**src/wseq_pkg.sv**
```systemverilog
/*
 * Shared constants for the waveform sequence slot block: register
 * offsets, slot field layout, reset values, sequencer states and the
 * idle-step timing.
 * Assumes a single 25 MHz clock and an 8-bit register port.
 */
package wseq_pkg;

   // register port geometry
   localparam int ADDR_W = 8;
   localparam int DATA_W = 8;

   // register offsets
   localparam logic [7:0] ADDR_TRIG        = 8'h0C;
   localparam logic [7:0] ADDR_SLOT_FIRST  = 8'h0F;
   localparam logic [7:0] ADDR_SLOT_TWO    = 8'h10;
   localparam logic [7:0] ADDR_SLOT_THREE  = 8'h11;
   localparam logic [7:0] ADDR_SLOT_LAST   = 8'h16;

   // slot chain length and field layout
   localparam int SLOT_COUNT  = 8;
   localparam int POS_W       = 3;
   localparam int FLAG_BIT    = 7;
   localparam int VALUE_MSB   = 6;
   localparam int VALUE_W     = 7;
   localparam int TRIG_GO_BIT = 0;

   // reset values
   localparam logic [7:0] SLOT_ONE_RST = 8'h01;
   localparam logic [7:0] SLOT_RST     = 8'h00;

   // idle step timing
   localparam int unsigned CLOCK_HZ    = 25000000;
   localparam int unsigned STEP_MS     = 10;
   localparam int unsigned STEP_CYCLES = (CLOCK_HZ / 1000) * STEP_MS;

   // sequencer states, one-hot
   typedef enum logic [3:0] {
      WSEQ_IDLE  = 4'h1,
      WSEQ_FETCH = 4'h2,
      WSEQ_PLAY  = 4'h4,
      WSEQ_WAIT  = 4'h8
   } wseq_state_t;

endpackage

```
**src/wseq_delay_if.sv**
```systemverilog
/*
 * Handshake between the slot sequencer and its idle-step timer.
 * Assumes both ends share the one system clock.
 */
`timescale 1ns/1ns
interface wseq_delay_if;
   logic       start;   // one-cycle pulse, loads count
   logic       abort;   // one-cycle pulse, drops a running delay
   logic [6:0] count;   // number of idle steps
   logic       done;    // one-cycle pulse at delay end
   logic       busy;    // level while delaying

   modport ctrl  (output start, output abort, output count,
                  input done, input busy);
   modport timer (input start, input abort, input count,
                  output done, output busy);
endinterface

```
**src/wseq_delay.sv**
```systemverilog
/*
 * Idle-step timer: counts count x STEP_CYCLES clock cycles, then
 * pulses done.
 * Assumes start and abort are never high together and count is
 * non-zero when start is given.
 */
`timescale 1ns/1ns
module wseq_delay #(
   parameter int unsigned STEP_CYCLES = wseq_pkg::STEP_CYCLES
) (
   // clock and reset
   input  wire logic   clock,
   input  wire logic   rst_n,
   // sequencer side
   wseq_delay_if.timer dly
);
   import wseq_pkg::*;

   localparam int TICK_W = (STEP_CYCLES > 1) ? $clog2(STEP_CYCLES) : 1;
   localparam logic [TICK_W-1:0] TICK_LAST = TICK_W'(STEP_CYCLES - 1);

   typedef struct packed {
      logic [TICK_W-1:0]  tick;
      logic [VALUE_W-1:0] left;
      logic               busy;
      logic               done;
   } wseq_dly_t;

   wseq_dly_t st_reg;
   wseq_dly_t st_next;

   always_comb begin
      st_next = st_reg;
      st_next.done = 1'b0;
      if (st_reg.busy) begin
         if (st_reg.tick == TICK_LAST) begin
            st_next.tick = '0;
            if (st_reg.left == VALUE_W'(1)) begin
               st_next.busy = 1'b0;
               st_next.done = 1'b1;
            end else begin
               st_next.left = st_reg.left - VALUE_W'(1);
            end
         end else begin
            st_next.tick = st_reg.tick + TICK_W'(1);
         end
      end
      if (dly.start) begin
         st_next.tick = '0;
         st_next.left = dly.count;
         st_next.busy = (dly.count != '0);
      end
      // abort wins so a stopped chain never sees a late done
      if (dly.abort) begin
         st_next.busy = 1'b0;
         st_next.done = 1'b0;
      end
   end

   // state register
   always_ff @(posedge clock) begin
      if (!rst_n) begin
         st_reg <= '0;
      end else begin
         st_reg <= st_next;
      end
   end

   assign dly.busy = st_reg.busy;
   assign dly.done = st_reg.done;

   // helper: cycles since start, for the length check
   int unsigned elapsed_reg;
   int unsigned steps_reg;
   always_ff @(posedge clock) begin
      if (!rst_n) begin
         elapsed_reg <= 0;
         steps_reg   <= 0;
      end else if (dly.start) begin
         elapsed_reg <= 0;
         steps_reg   <= 32'(dly.count);
      end else if (st_reg.busy) begin
         elapsed_reg <= elapsed_reg + 1;
      end
   end
endmodule // wseq_delay

```
**src/wseq_slots.sv**
```systemverilog
/*
 * Eight-entry waveform sequencer with its slot registers and
 * playback trigger, reached over a plain register port.
 * Assumes the waveform library answers play_start with a one-cycle
 * play_done when a waveform ends, and that the register master
 * never raises read and write strobes together.
 */
//
// Overview of operation
// - slot bit 7 flags delay, bits 6:0 value
// - delay slot idles 10 ms times value
// - plain slot value indexes library waveform
// - trigger bit starts chain at first slot
// - after waveform, next slot plays if non-zero
// - stop at zero entry or eight slots
`timescale 1ns/1ns
module wseq_slots #(
   parameter int unsigned STEP_CYCLES = wseq_pkg::STEP_CYCLES
) (
   // clock and reset
   input  wire logic                        clock,
   input  wire logic                        rst_n,
   // register port
   input  wire logic [wseq_pkg::ADDR_W-1:0] reg_addr,
   input  wire logic [wseq_pkg::DATA_W-1:0] reg_wdata,
   input  wire logic                        reg_wr,
   input  wire logic                        reg_rd,
   output logic      [wseq_pkg::DATA_W-1:0] reg_rdata,
   // waveform library handshake
   output logic                             play_start,
   output logic      [wseq_pkg::VALUE_W-1:0] play_index,
   input  wire logic                        play_done,
   // status
   output logic                             seq_busy,
   output logic                             seq_delaying
);
   import wseq_pkg::*;

   localparam logic [POS_W-1:0] POS_LAST = POS_W'(SLOT_COUNT - 1);

   typedef struct packed {
      wseq_state_t                state;
      logic [SLOT_COUNT-1:0][7:0] slot;
      logic [POS_W-1:0]           pos;
      logic                       go;
      logic [DATA_W-1:0]          rdata;
      logic                       play_start;
      logic [VALUE_W-1:0]         play_index;
      logic                       dly_start;
      logic [VALUE_W-1:0]         dly_count;
      logic                       dly_abort;
   } wseq_main_t;

   // slot one comes up holding the first library entry
   localparam wseq_main_t ST_RESET = '{
      state:   WSEQ_IDLE,
      slot:    {{(SLOT_COUNT-1){SLOT_RST}}, SLOT_ONE_RST},
      default: '0
   };

   wseq_main_t st_reg;
   wseq_main_t st_next;

   wseq_delay_if dly ();

   // decoded register accesses
   logic               slot_hit;
   logic [POS_W-1:0]   slot_idx;
   logic               trig_hit;
   logic               go_set;
   logic               go_clr;
   logic [7:0]         cur_slot;
   logic               cur_flag;
   logic [VALUE_W-1:0] cur_val;
   logic               step_end;

   assign slot_hit = (reg_addr >= ADDR_SLOT_FIRST) &&
                     (reg_addr <= ADDR_SLOT_LAST);
   assign slot_idx = POS_W'(reg_addr - ADDR_SLOT_FIRST);
   assign trig_hit = (reg_addr == ADDR_TRIG);
   assign go_set   = reg_wr && trig_hit && reg_wdata[TRIG_GO_BIT];
   assign go_clr   = reg_wr && trig_hit && !reg_wdata[TRIG_GO_BIT];

   assign cur_slot = st_reg.slot[st_reg.pos];
   assign cur_flag = cur_slot[FLAG_BIT];
   assign cur_val  = cur_slot[VALUE_MSB:0];

   // a step ends on a library done or an expired idle period
   assign step_end = (st_reg.state == WSEQ_PLAY && play_done) ||
                     (st_reg.state == WSEQ_WAIT && dly.done);

   // next state: registers, read data and sequencer
   always_comb begin
      st_next            = st_reg;
      st_next.play_start = 1'b0;
      st_next.dly_start  = 1'b0;
      st_next.dly_abort  = 1'b0;
      st_next.rdata      = '0;

      // slots stay writable during playback; a new value is
      // seen only when the chain fetches that slot
      if (reg_wr && slot_hit) begin
         st_next.slot[slot_idx] = reg_wdata;
      end

      // read data for the following cycle, unmapped reads zero
      if (reg_rd) begin
         if (slot_hit) begin
            st_next.rdata = st_reg.slot[slot_idx];
         end else if (trig_hit) begin
            st_next.rdata = DATA_W'(st_reg.go);
         end
      end

      unique case (st_reg.state)
         WSEQ_IDLE: begin
            if (go_set) begin
               st_next.state = WSEQ_FETCH;
               st_next.pos   = '0;
               st_next.go    = 1'b1;
            end
         end
         WSEQ_FETCH: begin
            if (cur_val == '0) begin
               st_next.state = WSEQ_IDLE;
               st_next.go    = 1'b0;
            end else if (cur_flag) begin
               st_next.state     = WSEQ_WAIT;
               st_next.dly_start = 1'b1;
               st_next.dly_count = cur_val;
            end else begin
               st_next.state      = WSEQ_PLAY;
               st_next.play_start = 1'b1;
               st_next.play_index = cur_val;
            end
         end
         WSEQ_PLAY, WSEQ_WAIT: begin
            if (step_end) begin
               if (st_reg.pos == POS_LAST) begin
                  st_next.state = WSEQ_IDLE;
                  st_next.go    = 1'b0;
               end else begin
                  st_next.state = WSEQ_FETCH;
                  st_next.pos   = st_reg.pos + POS_W'(1);
               end
            end
         end
      endcase

      // clearing the trigger abandons the chain at once
      if (go_clr) begin
         st_next.state     = WSEQ_IDLE;
         st_next.go        = 1'b0;
         st_next.dly_start = 1'b0;
         st_next.play_start = 1'b0;
         st_next.dly_abort = 1'b1;
      end
   end

   // state register, synchronous reset
   always_ff @(posedge clock) begin
      if (!rst_n) begin
         st_reg <= ST_RESET;
      end else begin
         st_reg <= st_next;
      end
   end

   // timer hookup
   assign dly.start = st_reg.dly_start;
   assign dly.abort = st_reg.dly_abort;
   assign dly.count = st_reg.dly_count;

   wseq_delay #(
      .STEP_CYCLES (STEP_CYCLES)
   ) u_delay (
      .clock (clock),
      .rst_n (rst_n),
      .dly   (dly)
   );

   // outputs, all from flops
   assign reg_rdata    = st_reg.rdata;
   assign play_start   = st_reg.play_start;
   assign play_index   = st_reg.play_index;
   assign seq_busy     = st_reg.go;
   assign seq_delaying = dly.busy;

   logic fetch_live;
   assign fetch_live = (st_reg.state == WSEQ_FETCH) && !go_clr;
endmodule // wseq_slots

```
**config.mk**
```make
export PLATFORM = sky130hd
export DESIGN_NAME = wseq_slots
export DESIGN_NICKNAME = d
export VERILOG_FILES = /design/src/wseq_pkg.sv /design/src/wseq_delay_if.sv /design/src/wseq_delay.sv /design/src/wseq_slots.sv
export SDC_FILE = /design/constraint.sdc
export NUM_CORES = 1
export LEC_CHECK = 0
export BUFFER_PORTS_ARGS = -buffer_cell sky130_fd_sc_hd__buf_2
export CORE_ASPECT_RATIO = 0.9
export CORE_UTILIZATION = 61
export CTS_CLUSTER_SIZE = 12
export DETAILED_ROUTE_END_ITERATION = 10
export PLACE_DENSITY_LB_ADDON = 0.1
export SLEW_MARGIN = 20
export SYNTH_ARGS = -nofsm -noshare
export SYNTH_HDL_FRONTEND = slang
export SYNTH_SLANG_ARGS = --single-unit
```
**constraint.sdc**
```tcl
create_clock -name clock -period 3.8 [get_ports clock]
set_clock_uncertainty 0.1 [all_clocks]
set_input_delay 0.57 -clock clock [delete_from_list [all_inputs] [get_ports clock]]
set_output_delay 0.57 -clock clock [all_outputs]
set_load 0.005 [all_outputs]
```
==> impl_metrics.tcl <==
set metrics [dict create \
    vias 4979 \
    crit_fanout 17 \
    finalSetupViolCount 0 \
    final_nets 689 \
    hold_violations 0 \
    root_buffer "clkbuf_8" \
    die_h_um 97.5 \
    dieWidth_um 108 \
    antenna_cells 0 \
    core_area_mm2 0.00974 \
    p_leak_nw 3.16 \
    dp.cells 767 \
    worstSetupEndpointType "flip-flop" \
    clockBufferDepth 2 \
    crit_slowest_cell "dfxtp_1" \
    cts_buffers 17 \
    ys_seq_area_frac 0.402 \
    status "complete, no violations" \
    timing.final.crit_share 0.823 \
    fin_util 0.711 \
    syn_area_mm2 0.00618 \
    rsz0062_at_grt "no" \
    cp.required_ns 4.15 \
    vdd_drop_max_uv 398 \
    finalCriticalPeriod_ns 3.13 \
    max_slew_margin 0.328 \
    place_hpwl_um 10100 \
    drc_errors 0 \
    drt-total-wl_um 15000 \
    cts_setup_buffers 0 \
    synth_ff_type "dfxtp_1" \
    ys_ff_latch 124 \
    gr-total-overflow 0 \
    seq_area_mm2 0.00248 \
    syn_inst 645 \
    place_congestion 0.906 \
    ys.warnings.count 0 \
    cts-htree-levels 4 \
    numClockSinks 124 \
    firstDrtPassIters 6 \
    largest_register_ffs 71 \
    synth_cell_type_count 60 \
    final_common_cell "dfxtp_1" \
    track_usage 0.309 \
    post_cts_resized 0 \
    grt_max_degree 40 \
    grt_pass1_wl_um 24800 \
    critPathMaxStageDelay_ns 0.97 \
    worstSetupPathType "reg2reg" \
    drive_above_1_share 0.187 \
    worst_pin_slew_ns 1.01 \
    portBuffers 38 \
    stdcell_count 799 \
    synth-edff-count 0 \
    dpl-instance-area_mm2 0.00636 \
    fin_tns_setup_ns 0 \
    antenna_left 0 \
    syn2layout_area_growth_pct 12.2 \
    cts.clk_slew.worst_paths_ns 0.06 \
    syn_avg_cell_area_um2 9.58 \
    post_drt_wl_per_cell_um 18.7 \
    cap_violations 0 \
    arrival_ns 3.48 \
    final_cell_mix "124 x dfxtp_1, 101 x nor2_1, 90 x mux2i_1" \
    setup.worst_path.start_class "flip-flop" \
    final_area_mm2 0.00693 \
    cts_tree "done" \
    syn_nets 674 \
    io_pins 39 \
    holdBufCountCts 0 \
    fmax_mhz 320 \
    start_util 0.634 \
    drv_slew 0 \
    path_common_cell "mux2i_1" \
    cellPowerDensity_mw_per_mm2 442 \
    antenna_found_initial 0 \
    dieArea_mm2 0.0105 \
    async_flop_share 0 \
    crit_chain "mux4_2 -> mux2i_1 -> nand4_1 -> o211ai_4 -> mux2i_1" \
    clock_latency_ns 0.53 \
    routed_via_density 6.23 \
    fp-row-count 34 \
    n_fill_cell 729 \
    dr.first_iter.drc_count 388 \
    multi_input_area_mm2 0.00338 \
    grt_pass1_vias 4750 \
    hp-class "in2reg" \
]
## power by group
group / total, mW / switching [mW] / leakage (nW) / internal (mW)
clock network: 1.55 / 0.601 / 0.281 / 0.949
logic: 0.188 / 0.121 / 1.88 / 0.0668
registers: 1.32 / 0.0106 / 0.999 / 1.31
total: 3.06 / 0.733 / 3.16 / 2.33
## through the flow
step | setup slack, ns | total power [mW] | hold WS, ns
6_report | 0.673 | 3.06 | 0.240
2_1_floorplan | 0.853 | 1.48 | 0.333
4_1_cts | 0.638 | 3.07 | 0.231
3_3_place_gp | 0.501 | 1.53 | 0.343
3_5_place_dp | 0.342 | 1.53 | 0.350
5_1_grt | 0.490 | 3.16 | 0.235
## cells by family after synthesis
logic type,synth area share
and+or+nand+nor,0.193
adders and majority gates,0.0162
xor gates and xnor gates,0.0312
DFF,0.402
buffers and inverters,0.0519
AOI/OAI and AO/OA,0.0709
muxes,0.235
## critical path, delay by kind of cell, from the launching register on
family	cells	cell delay, ns
muxes	3	1.17
AOI/OAI and AO/OA	1	0.45
DFF	1	0.97
and+or+nand+nor	1	0.35
## Yosys cell counts, drive strengths merged (3+ instances only)
library cell	number	area, um^2
xor2	13	114
dfxtp	124	2480
nor2	101	379
xnor2	9	78.8
mux2i	90	901
and3	5	31.3
and4	6	52.6
a22o	3	26.3
or3	5	36.3
a221oi	4	35.0
nand2	56	210
nand3	11	55.1
ha	8	100
or2	5	31.3
a31oi	3	18.8
buf	26	170
a22oi	4	30.0
clkbuf	31	116
nor4b	5	50.0
o21ai	13	65.1
inv	9	33.8
and2	5	31.3
nor3	7	35.0
o211ai	5	65.1
nand4	17	106
a21oi	11	55.1
nand2b	7	43.8
mux2	9	101
mux4	20	450
## worst paths after layout
path	startpoint	to	slack (ns)	cells past startpoint
setup reg to reg	st_reg[28]	dly.count[6]	0.67	5
hold reg to reg	play_index[1]	play_index[1]	0.36	2
setup / recovery	st_reg[28]	dly.count[6]	0.67	5
hold / removal	reg_rd	reg_rdata[0]	0.24	3
## layer usage
layer  global-route usage  part of all wire  up-vias
met3               0.0838             0.075       33
met2                0.448              0.45      190
li1                     -                 -     2317
met5                    0                 0        -
met4                0.119             0.024        0
met1                0.435              0.45     2439
## area by class of cell
type                            instances  area share
Multi-Input combinational cell        455       0.488
Sequential cell                       124       0.358
Clock inverter                         14      0.0208
Tap cell                              126      0.0228
Inverter                                9     0.00488
Timing Repair Buffer                   53      0.0437
Clock buffer                           18      0.0618
No activity file was read; power rests on OpenSTA's default activity.
